$ cat config.mk
export PLATFORM = sky130hd
export DESIGN_NAME = adcms_top
export DESIGN_NICKNAME = d
export VERILOG_FILES = /design/src/rtl/adcms_pkg.sv /design/src/rtl/adcms_top.sv
export SDC_FILE = /design/constraint.sdc
export NUM_CORES = 1
export LEC_CHECK = 0
export ABC_AREA = 1
export BUFFER_PORTS_ARGS = -buffer_cell sky130_fd_sc_hd__buf_2
export CAP_MARGIN = 0
export CORE_MARGIN = 2
export CORE_UTILIZATION = 40
export CTS_CLUSTER_DIAMETER = 30
export CTS_CLUSTER_SIZE = 20
export DETAILED_ROUTE_END_ITERATION = 7
export SYNTH_ARGS = -nofsm -noshare
export SYNTH_HDL_FRONTEND = slang
export SYNTH_SLANG_ARGS = --single-unit
export TNS_END_PERCENT = 1
$ cat constraint.sdc
create_clock -name clk -period 5.49 [get_ports clk]
set_clock_uncertainty 0.15 [all_clocks]
set_input_delay 0 -clock clk [delete_from_list [all_inputs] [get_ports clk]]
set_output_delay 0 -clock clk [all_outputs]
set_load 0.02 [all_outputs]
$ cat src/rtl/adcms_pkg.sv
// adcms_pkg: constants shared by the converter measurement sequencer.
// assumes one 100 MHz clock domain and a 10-bit successive converter.
package adcms_pkg;

  // ----------------------------------------------------------------
  // clock and timing
  // ----------------------------------------------------------------
  localparam int CLK_PERIOD_NS = 10;
  localparam int FILT_TIME_US = 64;
  localparam int FILT_CYC = (FILT_TIME_US * 1000) / CLK_PERIOD_NS;
  localparam int SCHED_PERIOD_DEF = 16'h2710;

  // ----------------------------------------------------------------
  // widths
  // ----------------------------------------------------------------
  localparam int RAW_W = 10;
  localparam int RES_W = 13;
  localparam int RES_HI_W = 8;
  localparam int RES_LO_W = 5;
  localparam int VSEL_W = 4;
  localparam int THR_W = 9;
  localparam int PER_W = 16;
  localparam int AVG_TAPS = 8;
  localparam int AVG_SHIFT = 3;
  localparam int ACC_W = RES_W + AVG_SHIFT;

  // ----------------------------------------------------------------
  // threshold codes for the high-voltage comparators
  // ----------------------------------------------------------------
  localparam int THR_LEVELS = 408;
  localparam logic [THR_W-1:0] THR_MAX = 9'h197;
  localparam logic [THR_W-1:0] THR_RST = 9'h000;

  // ----------------------------------------------------------------
  // converter input selector, attenuation and scale
  // ----------------------------------------------------------------
  typedef enum logic [1:0] {
    ADCMS_SRC_HS_CUR = 2'h0,
    ADCMS_SRC_LV_CUR = 2'h1,
    ADCMS_SRC_HV = 2'h2,
    ADCMS_SRC_VSENSE = 2'h3
  } adcms_src_e;

  typedef enum logic [1:0] {
    ADCMS_ATT_DIV1 = 2'h0,
    ADCMS_ATT_DIV3 = 2'h1,
    ADCMS_ATT_DIV4 = 2'h2,
    ADCMS_ATT_DIV8 = 2'h3
  } adcms_att_e;

  localparam logic [3:0] MUL_DIV1 = 4'h1;
  localparam logic [3:0] MUL_DIV3 = 4'h3;
  localparam logic [3:0] MUL_DIV4 = 4'h4;
  localparam logic [3:0] MUL_DIV8 = 4'h8;

endpackage : adcms_pkg

$ cat src/rtl/adcms_top.sv
// adcms_top: converter sequencer, result scaling, current averaging and
// the two high-voltage comparator flag paths.
// assumes synchronous inputs, an external converter that pulses
// adc_done with adc_data valid, and host/trim requesters on plain ports.
`timescale 1ns/100ps

module adcms_top #(
  parameter int FILT_CYCLES = adcms_pkg::FILT_CYC
) (
  input wire logic clk,
  input wire logic nrst,
  // host request side
  input wire logic host_req,
  input wire logic [1:0] host_src,
  input wire logic [adcms_pkg::VSEL_W-1:0] host_vsel,
  input wire logic host_att_hi,
  output logic host_busy,
  output logic host_done,
  output logic [adcms_pkg::RES_HI_W-1:0] result_hi,
  output logic [adcms_pkg::RES_LO_W-1:0] result_lo,
  // trim loop request side
  input wire logic trim_req,
  input wire logic [adcms_pkg::VSEL_W-1:0] trim_vsel,
  input wire logic trim_att_hi,
  output logic trim_busy,
  output logic trim_done,
  output logic [adcms_pkg::RES_W-1:0] trim_result,
  // periodic current schedule
  input wire logic sched_en,
  input wire logic [adcms_pkg::PER_W-1:0] sched_period,
  output logic [adcms_pkg::RES_W-1:0] hs_cur_avg,
  output logic [adcms_pkg::RES_W-1:0] lv_cur_avg,
  // converter
  output logic adc_start,
  output logic [1:0] adc_src,
  output logic [adcms_pkg::VSEL_W-1:0] adc_vsel,
  output logic [1:0] adc_att,
  input wire logic adc_done,
  input wire logic [adcms_pkg::RAW_W-1:0] adc_data,
  // high-voltage comparators
  input wire logic [adcms_pkg::THR_W-1:0] hv_code_a,
  input wire logic [adcms_pkg::THR_W-1:0] hv_code_b,
  input wire logic hv_window_en,
  input wire logic hv_filt_en,
  input wire logic hv_cmp_a,
  input wire logic hv_cmp_b,
  output logic [adcms_pkg::THR_W-1:0] hv_ref_a,
  output logic [adcms_pkg::THR_W-1:0] hv_ref_b,
  output logic hv_flag_a,
  output logic hv_flag_b
);
  import adcms_pkg::*;

  // ----------------------------------------------------------------
  // elaboration checks
  // ----------------------------------------------------------------
  if (FILT_CYCLES < 2 || FILT_CYCLES > 65535) begin : g_bad_filt
    $error("FILT_CYCLES out of range");
  end

  typedef enum logic [1:0] {
    OWN_HOST,
    OWN_TRIM,
    OWN_HS,
    OWN_LV
  } adcms_own_e;

  typedef enum logic [1:0] {
    ST_IDLE,
    ST_SETUP,
    ST_CONV
  } adcms_st_e;

  // ----------------------------------------------------------------
  // request latches
  // ----------------------------------------------------------------
  logic host_pend_q, host_pend_d;
  logic trim_pend_q, trim_pend_d;
  logic hs_pend_q, hs_pend_d;
  logic lv_pend_q, lv_pend_d;
  logic [1:0] host_src_q;
  logic [VSEL_W-1:0] host_vsel_q, trim_vsel_q;
  logic host_att_q, trim_att_q;
  logic [PER_W-1:0] tick_q;
  logic tick_hit;
  adcms_st_e st_q, st_d;
  adcms_own_e own_q, own_d;
  logic grant;
  logic host_take, trim_take;

  // a request made while still busy is refused; busy shows it
  assign host_take = host_req & ~host_busy;
  assign trim_take = trim_req & ~trim_busy;
  assign tick_hit = sched_en && (tick_q >= sched_period);
  assign grant = (st_q == ST_IDLE) &&
                 (host_pend_q | trim_pend_q | hs_pend_q | lv_pend_q);

  // host first, then trim, then the background current pair
  assign own_d = host_pend_q ? OWN_HOST :
                 trim_pend_q ? OWN_TRIM :
                 hs_pend_q ? OWN_HS : OWN_LV;

  // a new arrival beats the clearing grant
  assign host_pend_d = host_take | (host_pend_q & ~(grant &&
                       own_d == OWN_HOST));
  assign trim_pend_d = trim_take | (trim_pend_q & ~(grant &&
                       own_d == OWN_TRIM));
  // background conversions only while nobody else waits
  assign hs_pend_d = tick_hit | (hs_pend_q & ~(grant && own_d == OWN_HS));
  assign lv_pend_d = tick_hit | (lv_pend_q & ~(grant && own_d == OWN_LV));

  always_ff @(posedge clk or negedge nrst) begin
    if (!nrst) begin
      host_pend_q <= 1'b0;
      trim_pend_q <= 1'b0;
      hs_pend_q <= 1'b0;
      lv_pend_q <= 1'b0;
    end else begin
      host_pend_q <= host_pend_d;
      trim_pend_q <= trim_pend_d;
      hs_pend_q <= hs_pend_d;
      lv_pend_q <= lv_pend_d;
    end
  end

  always_ff @(posedge clk or negedge nrst) begin
    if (!nrst) begin
      host_src_q <= 2'h0;
      host_vsel_q <= '0;
      host_att_q <= 1'b0;
      trim_vsel_q <= '0;
      trim_att_q <= 1'b0;
    end else begin
      if (host_take) begin
        host_src_q <= host_src;
        host_vsel_q <= host_vsel;
        host_att_q <= host_att_hi;
      end
      if (trim_take) begin
        trim_vsel_q <= trim_vsel;
        trim_att_q <= trim_att_hi;
      end
    end
  end

  // schedule tick; period 0 converts as fast as the arbiter allows
  always_ff @(posedge clk or negedge nrst) begin
    if (!nrst) begin
      tick_q <= '0;
    end else if (!sched_en || tick_hit) begin
      tick_q <= '0;
    end else begin
      tick_q <= tick_q + 16'h0001;
    end
  end

  // ----------------------------------------------------------------
  // channel setup: selector and attenuation per owner
  // ----------------------------------------------------------------
  logic [1:0] src_d, att_d;
  logic [VSEL_W-1:0] vsel_d;
  logic [1:0] host_att_code;

  // vsense: div3 or div1; high voltage: div8 or div4
  assign host_att_code =
    (host_src_q == ADCMS_SRC_HV) ?
      (host_att_q ? ADCMS_ATT_DIV8 : ADCMS_ATT_DIV4) :
    (host_src_q == ADCMS_SRC_VSENSE) ?
      (host_att_q ? ADCMS_ATT_DIV3 : ADCMS_ATT_DIV1) : ADCMS_ATT_DIV1;

  // trim loop always measures through the vsense selector
  assign src_d = (own_d == OWN_HOST) ? host_src_q :
                 (own_d == OWN_TRIM) ? ADCMS_SRC_VSENSE :
                 (own_d == OWN_HS) ? ADCMS_SRC_HS_CUR : ADCMS_SRC_LV_CUR;
  assign vsel_d = (own_d == OWN_HOST) ? host_vsel_q :
                  (own_d == OWN_TRIM) ? trim_vsel_q : '0;
  assign att_d = (own_d == OWN_HOST) ? host_att_code :
                 (own_d == OWN_TRIM) ?
                   (trim_att_q ? ADCMS_ATT_DIV3 : ADCMS_ATT_DIV1) :
                 ADCMS_ATT_DIV1;

  always_comb begin
    st_d = st_q;
    unique case (st_q)
      ST_IDLE: begin
        if (grant) st_d = ST_SETUP;
      end
      ST_SETUP: begin
        st_d = ST_CONV;
      end
      ST_CONV: begin
        if (adc_done) st_d = ST_IDLE;
      end
      default: st_d = ST_IDLE;
    endcase
  end

  // selector settles one cycle before the start pulse
  always_ff @(posedge clk or negedge nrst) begin
    if (!nrst) begin
      st_q <= ST_IDLE;
      own_q <= OWN_HOST;
      adc_src <= 2'h0;
      adc_vsel <= '0;
      adc_att <= 2'h0;
      adc_start <= 1'b0;
    end else begin
      st_q <= st_d;
      adc_start <= (st_q == ST_SETUP);
      if (grant) begin
        own_q <= own_d;
        adc_src <= src_d;
        adc_vsel <= vsel_d;
        adc_att <= att_d;
      end
    end
  end

  // ----------------------------------------------------------------
  // scaling to 2 mV per LSB
  // ----------------------------------------------------------------
  logic [3:0] mul;
  logic [RES_W-1:0] scaled;

  // current sources keep x1 since their attenuation is div1
  assign mul = (adc_att == ADCMS_ATT_DIV8) ? MUL_DIV8 :
               (adc_att == ADCMS_ATT_DIV4) ? MUL_DIV4 :
               (adc_att == ADCMS_ATT_DIV3) ? MUL_DIV3 : MUL_DIV1;
  // 1023 * 8 fits in 13 bits, so nothing is lost
  assign scaled = RES_W'({3'h0, adc_data} * {9'h000, mul});

  logic fin;
  assign fin = (st_q == ST_CONV) && adc_done;

  // ----------------------------------------------------------------
  // result capture per requester
  // ----------------------------------------------------------------
  always_ff @(posedge clk or negedge nrst) begin
    if (!nrst) begin
      host_done <= 1'b0;
      trim_done <= 1'b0;
      result_hi <= '0;
      result_lo <= '0;
      trim_result <= '0;
    end else begin
      host_done <= fin && (own_q == OWN_HOST);
      trim_done <= fin && (own_q == OWN_TRIM);
      if (fin && own_q == OWN_HOST) begin
        result_hi <= scaled[RES_W-1:RES_LO_W];
        result_lo <= scaled[RES_LO_W-1:0];
      end
      if (fin && own_q == OWN_TRIM) trim_result <= scaled;
    end
  end

  // busy from take until the done pulse
  always_ff @(posedge clk or negedge nrst) begin
    if (!nrst) begin
      host_busy <= 1'b0;
      trim_busy <= 1'b0;
    end else begin
      host_busy <= host_take | (host_busy &
                   ~(fin && own_q == OWN_HOST));
      trim_busy <= trim_take | (trim_busy &
                   ~(fin && own_q == OWN_TRIM));
    end
  end

  // ----------------------------------------------------------------
  // eight-sample weighted average: avg += (sample - avg) / 8
  // ----------------------------------------------------------------
  logic [ACC_W-1:0] hs_acc_q, lv_acc_q;
  logic [ACC_W-1:0] hs_acc_d, lv_acc_d;

  // the accumulator keeps three fraction bits so small steps survive
  assign hs_acc_d = hs_acc_q - (hs_acc_q >> AVG_SHIFT) + ACC_W'(scaled);
  assign lv_acc_d = lv_acc_q - (lv_acc_q >> AVG_SHIFT) + ACC_W'(scaled);

  always_ff @(posedge clk or negedge nrst) begin
    if (!nrst) begin
      hs_acc_q <= '0;
      lv_acc_q <= '0;
      hs_cur_avg <= '0;
      lv_cur_avg <= '0;
    end else begin
      if (fin && own_q == OWN_HS) begin
        hs_acc_q <= hs_acc_d;
        hs_cur_avg <= hs_acc_d[ACC_W-1:AVG_SHIFT];
      end
      if (fin && own_q == OWN_LV) begin
        lv_acc_q <= lv_acc_d;
        lv_cur_avg <= lv_acc_d[ACC_W-1:AVG_SHIFT];
      end
    end
  end

  // ----------------------------------------------------------------
  // high-voltage comparators: threshold, window, glitch filter
  // ----------------------------------------------------------------
  logic [1:0] cmp_in;
  logic [1:0] flag_q;
  logic [THR_W-1:0] code_in [2];
  logic [THR_W-1:0] ref_q [2];

  // window mode reports b and not a on the a flag
  assign cmp_in[0] = hv_window_en ? (hv_cmp_b & ~hv_cmp_a) : hv_cmp_a;
  assign cmp_in[1] = hv_cmp_b;
  assign code_in[0] = hv_code_a;
  assign code_in[1] = hv_code_b;

  for (genvar i = 0; i < 2; i++) begin : g_cmp
    logic [15:0] cnt_q;
    logic differ;
    assign differ = cmp_in[i] != flag_q[i];
    // codes past the last level clamp to it
    always_ff @(posedge clk or negedge nrst) begin
      if (!nrst) begin
        ref_q[i] <= THR_RST;
      end else begin
        ref_q[i] <= (code_in[i] > THR_MAX) ? THR_MAX : code_in[i];
      end
    end
    // filtered: change only after FILT_CYCLES stable cycles
    always_ff @(posedge clk or negedge nrst) begin
      if (!nrst) begin
        cnt_q <= '0;
        flag_q[i] <= 1'b0;
      end else if (!differ) begin
        cnt_q <= '0;
      end else if (!hv_filt_en ||
                   cnt_q == 16'(FILT_CYCLES - 1)) begin
        cnt_q <= '0;
        flag_q[i] <= cmp_in[i];
      end else begin
        cnt_q <= cnt_q + 16'h0001;
      end
    end
  end

  assign hv_ref_a = ref_q[0];
  assign hv_ref_b = ref_q[1];
  assign hv_flag_a = flag_q[0];
  assign hv_flag_b = flag_q[1];
endmodule : adcms_top

Word-level counts from Yosys, hierarchy flattened
Index checks and enable logic that the tools add are counted.
Widths: inputs -> output; s select.
{"block": "word_totals", "regBits": 185, "inputBits": 66, "output_inout_bits": 85, "word_cells": 141}
{"block": "op_classes", "n_addsub": 7, "mul": 1, "order_cmp": 3, "n_eq_ne": 19, "muxes": 29, "bitwise_logic": 27, "reduce_logical": 22}
{"operator": "$mux 16", "count": 5}
{"operator": "$add 16x1->16 const B", "count": 3}
{"operator": "$add 16x13->16", "count": 2}
{"operator": "$eq 16x13->1 const B", "count": 2}
{"operator": "$sub 16x13->16", "count": 2}
{"operator": "$eq 2x2->1 const B", "count": 9}
{"operator": "$gt 9x9->1 const B", "count": 2}
{"operator": "$mux 2", "count": 9}
{"operator": "$mux 9", "count": 2}
{"operator": "$ge 16x16->1", "count": 1}
{"operator": "$mul 10x4->13", "count": 1}
{"operator": "$mux 4", "count": 3}
{"operator": "$logic_and 1x1->1", "count": 11}
{"operator": "$and 1x1->1", "count": 9}
{"operator": "$not 1->1", "count": 9}
{"operator": "$or 1x1->1", "count": 9}
{"operator": "$eq 2x1->1 const B", "count": 4}
{"operator": "$mux 1", "count": 8}
{"operator": "$logic_not 2->1", "count": 3}
{"operator": "$pmux 2 s3", "count": 1}
{"operator": "$reduce_and 2->1", "count": 3}
{"operator": "$ne 2x2->1 const B", "count": 2}
{"operator": "$logic_or 1x1->1", "count": 3}
{"operator": "$mux 3", "count": 1}
{"operator": "2 further kinds", "count": 4}

Logic depth before layout (Yosys ltp)
{"block": "depth", "ltp_word": 8, "depth_mapped": 28, "mapped_depth_nobuf": 28}

Least setup slack after synthesis
OpenSTA, ideal clock, no wires.
{"block": "synth_path", "path_kind": "reg2reg", "start": "register adc_att[1]", "end": "register hs_cur_avg[12] (netlist bit)", "setup_ps": 117, "t_arrival_ps": 4644, "required_time_ps": 5223, "path_slack_ps": 579, "path_stages_with_launch": 24, "path_buffers": 0, "period_less_slack_ps": 4911, "path_cell_list": "dfrtp_1 -> clkinv_1 -> nor2_1 -> nand2_1 -> fa_1 -> inv_1 -> fa_1 -> inv_1 -> fa_1 -> o21bai_1 -> nand2_1 -> nand2_1 -> nand2_1 -> and2_1 -> fa_1 -> ha_1 -> nand2_1 -> inv_1 -> nand2_1 -> nand2_1 -> a21oi_1 -> nand3_1 -> nand3_1 -> nand2_1"}
{"block": "synth_via", "elab_chain_cells": 6, "word_cells_on_any_way": 8, "cone_classes": "add/sub: 1; mul: 1; eq/ne: 3; mux: 3"}
{"element": "start, declared", "line_no": "adcms_top.sv:37", "rtl": "output logic [1:0] adc_att,"}
{"element": "start signal, assigned", "line_no": "adcms_top.sv:214", "rtl": "adc_att <= att_d;"}
{"element": "$eq 2x1->1", "line_no": "adcms_top.sv:228", "rtl": "(adc_att == ADCMS_ATT_DIV3) ? MUL_DIV3 : MUL_DIV1;"}
{"element": "$mux 2", "line_no": "adcms_top.sv:228"}
{"element": "$mux 3", "line_no": "adcms_top.sv:227", "rtl": "(adc_att == ADCMS_ATT_DIV4) ? MUL_DIV4 :"}
{"element": "$mux 4 (*)", "line_no": "adcms_top.sv:226", "rtl": "assign mul = (adc_att == ADCMS_ATT_DIV8) ? MUL_DIV8 :"}
{"element": "$mul 10x4->13 (*)", "line_no": "adcms_top.sv:230", "rtl": "assign scaled = RES_W'({3'h0, adc_data} * {9'h000, mul});"}
{"element": "named net scaled[10]", "line_no": "adcms_top.sv:223", "rtl": "logic [RES_W-1:0] scaled;"}
{"element": "$add 16x13->16 (*)", "line_no": "adcms_top.sv:276", "rtl": "assign hs_acc_d = hs_acc_q - (hs_acc_q >> AVG_SHIFT) + ACC_W'(scaled);"}
{"element": "end signal, assigned", "line_no": "adcms_top.sv:288", "rtl": "hs_cur_avg <= hs_acc_d[ACC_W-1:AVG_SHIFT];"}
{"element": "end, declared", "line_no": "adcms_top.sv:31", "rtl": "output logic [adcms_pkg::RES_W-1:0] hs_cur_avg,"}
The timed path passes the listed nets; every way through them passes the cells marked *.
A chain may end at the register's enable or synchronous reset.

Worst setup path after layout
{"block": "layout_path", "start": "register adc_att[1]", "end": "register hs_cur_avg[3] (netlist bit)"}
Same word-level chain as after synthesis.

==> impl_results.md <==
* Reg2reg end: hs_cur_avg[3]
* PD cells at 662 mW/mm2
* Synth Instances at 1434
* Hold Path End: hv_ref_a[7]
* Register area at 0.00398 mm2
* CTS tree: yes
* CP bufs+invs at 4
* Post-synth EDFFs at 0
* Predominant post-synthesis flop cell: dfrtp_1
* Setup TNS at 0 ns
* Routed len/inst at 13.7 um
* First-pass GRT wire length at 44900 um
* Setup crit end kind: flop
* Row count at 60
* Post-synthesis mux area share at 0.00103
* Hold slack at 0.0617 ns
* Placer Congestion at 0.858
* Fin crit period at 5.16 ns
* Seq/Total Area, Yosys at 0.363
* Max cap viols at 0
* Detailed Route Iter0 Violations at 596
* Congestion Overflow GR at 0
* Vias in the first global route at 9314
* Switching power at 0.00453 W
* Cell variety after synth at 38
* Internal power at 0.00421 W
* Slew Limit Fails at 0
* Share of cells above drive strength 1 at 0.149
* Family with the most delay on the worst path: adder cells
* Syn Area/Cell at 7.64 um2
* H-tree levels at 4
* Clock share of power at 0.140
* Slowest CP cell: xor2_1
* Fraction of the mapped netlist area in simple logic gates at 0.282
* Final ANT Viol Nets at 0
* Min-Delay Startpoint: hv_code_a[7]
* Relative slew slack at 0.374
* Worst-path maximum fanout at 10
* Die area at 0.0287 mm2
* Startpoint Class: flop
* Hold path cells at 2
* Largest family of logic cells by synthesized area: simple AND/OR/NAND/NOR gates
* Peak Freq at 0.194 GHz
* Cell Area, Synth at 0.0110 mm2
* Antenna violations before repair at 0
* Fin crit share at 0.940
* Clock Path Buffers at 2
* Critical path, cell by cell: buf_4 > nand2_2 > nor2_1 > fa_1 > inv_1 > fa_1 > inv_1 > ha_1 > nand2_1 > nand3_1 > xor2_1 > fa_1 > ha_1 > nand2_1 > inv_1 > nand2_1 > nand3_1 > or2_2 > nand3_1 > o21ai_0
* CTS sink count at 159
* Die H at 170 um
* Synth Register Bits at 159
* Placed cells at 1891
* Flop pwr share at 0.195
* CORE AREA at 0.0270 mm2
* # setup viols final at 0
* I/O pin total at 151
* Worst R2R Setup Slack at 0.33 ns
* Detailed Routing Iterations Pass 1 at 5
* Crit. path cell count at 20
* Sw frac at 0.518
* CP required at 5.62 ns
* Worst-Skew Late Latency at 0.43 ns
* CTS Root Cell: clkbuf_16
* Final HPWL DP at 20300 um
* Total CTS buffers at 17
* Tightest Pin Transition at 0.939 ns
* P&R area growth vs syn at 20.4%
* Die Wd at 170 um
* Combinational share of power at 0.665
* Post-Synth XOR/XNOR Area at 0.0376
* # port buffers at 150
* Reg2reg path depth at 20
* Syn Nets at 1609
* Worst vdd ir at 0.292 mV
* Fin nets at 1810
* Drt total wl at 27200 um
* Fillers at 2644
* Synth Warn # at 0
* Max incr delay on CP at 0.54 ns
* # DRC at 0
* Clock slew at reported path FFs at 0.08 ns
* Multi-input logic area at 0.00575 mm2
* Largest net degree at the start of global routing at 69
* Adder-Cell Fraction of Synth Area at 0.153
* Leak at 7.22 nW
* Final hold vios at 0
* Compound-gate portion of the synthesized area at 0.0476
* CP arrival at 5.29 ns
* # diodes at 0
* Critical path type: reg2reg
* Asr flop ratio synth at 1.00
* Initial core utilization at 0.407
* Fin cells at 1989
* Hold Crit Class: in2reg
* Vias per inst at 4.76
* Gr usage total at 0.195
* Outcome: finished clean
* Worst R2R Start: adc_att[1]
* RSZ-0062 raised after global routing: yes
* DR vias at 9471
synth_stat cells, types with 16 or more instances:
| master | number | share of area |
|---|---|---|
| nor2_1 | 163 | 0.056 |
| dfrtp_1 | 159 | 0.36 |
| xnor2_1 | 16 | 0.013 |
| ha_1 | 67 | 0.076 |
| fa_1 | 42 | 0.077 |
| nand2_1 | 400 | 0.14 |
| nand3_1 | 90 | 0.041 |
| buf_4 | 28 | 0.019 |
| o21ai_0 | 29 | 0.013 |
| a21oi_1 | 41 | 0.019 |
| inv_1 | 244 | 0.084 |
| xor2_1 | 31 | 0.025 |
| nor3_1 | 17 | 0.0078 |
| nand4_1 | 16 | 0.0091 |
per-layer routing:
layer | routed length (um) | part of all wire | vias up | global-route usage
met5 | 0 | 0 | - | 0
li1 | - | - | 4806 | -
met2 | 12900 | 0.47 | 207 | 0.332
met4 | 274 | 0.010 | 0 | 0.0438
met1 | 12900 | 0.47 | 4434 | 0.260
met3 | 1150 | 0.042 | 24 | 0.0366
final cells by class:
type / instances / area share
clock inverters: 14 / 0.0119
inverters: 252 / 0.0723
repair buffers: 226 / 0.113
flip-flops and latches: 159 / 0.301
well taps: 341 / 0.0323
clock buffers: 18 / 0.0333
multi-input cells: 979 / 0.435
kinds of logic (layout without fill, tap and decap cells):
family          count (synthesis)  count (layout)
simple gates                  728             728
fa+ha+maj                     109             109
mux                             1               1
flops                         159             159
xor+xnor                       47              47
buf+inv                       296             510
compound gates                 94              94
worst register-to-register path, delay by kind of cell (launching register included):
family	cells	cell delay, ns
adder cells (fa/ha/maj)	5	2.31
AND/OR/NAND/NOR	9	1.23
XOR/XNOR	1	0.54
flip-flops	1	0.41
buffers and inverters	4	0.31
AO/OA/AOI/OAI	1	0.08
flip-flops by register name, summed over array words and instances (netlist names), 5 cells and up:
signal,flops
tick_q,16
g_cmp.cnt_q,32
hs_cur_avg,13
trim_result,13
result_hi,8
lv_cur_avg,13
result_lo,5
hv_ref_a,9
hv_ref_b,9
power by group through the flow:
stage	clock [W]	combinational [W]	sequential, W
after floorplan	0	0.00431	0.00182
after global placement	0	0.00563	0.00172
after detailed placement	0	0.00570	0.00173
after CTS	0.00125	0.00581	0.00171
after global routing	0.00130	0.00668	0.00175
final	0.00122	0.00581	0.00171
stage by stage:
stage / total power (W) / cell area, um2 / setup slack, ns / util
after floorplan: 0.00613 / 11000 / 0.579 / -
final: 0.00875 / 13200 / 0.330 / 0.490
after global routing: 0.00973 / 13200 / -0.0259 / 0.490
after detailed placement: 0.00743 / 11900 / 0.246 / 0.442
after CTS: 0.00877 / 13100 / 0.225 / 0.488
after global placement: 0.00735 / 11900 / 0.315 / 0.442
worst max-delay path by stage:
stage                           from             end
final                     adc_att[1]   hs_cur_avg[3]
after detailed placement  adc_att[1]  hs_cur_avg[10]
after floorplan           adc_att[1]  hs_cur_avg[12]
after global routing      adc_att[1]  lv_cur_avg[10]
after global placement    adc_att[1]  lv_cur_avg[10]
after CTS                 adc_att[1]  lv_cur_avg[12]
repair_timing:
| item | CTS | global route |
|---|---|---|
| endpoints found under the setup margin | 0 | 15 |
| hold buffers | 64 | 0 |
| hold endpoints to repair | 172 | 0 |
| resized for setup | 0 | 11 |
| buffers inserted | 0 | 2 |
cell usage in the layout (no fill, tap or decap), types with 12 or more instances in the layout:
cell type	Yosys	final
a21oi_1	41	39
buf_2	4	149
buf_4	28	12
clkbuf_16	0	17
dfrtp_1	159	158
dlygate4sd3_1	0	63
fa_1	42	42
ha_1	67	67
inv_1	244	244
nand2_1	400	399
nand3_1	90	90
nand4_1	16	16
nor2_1	163	162
nor3_1	17	17
o21ai_0	29	29
xnor2_1	16	16
xor2_1	31	30
Note: power is estimated with default switching activity, not from simulation.
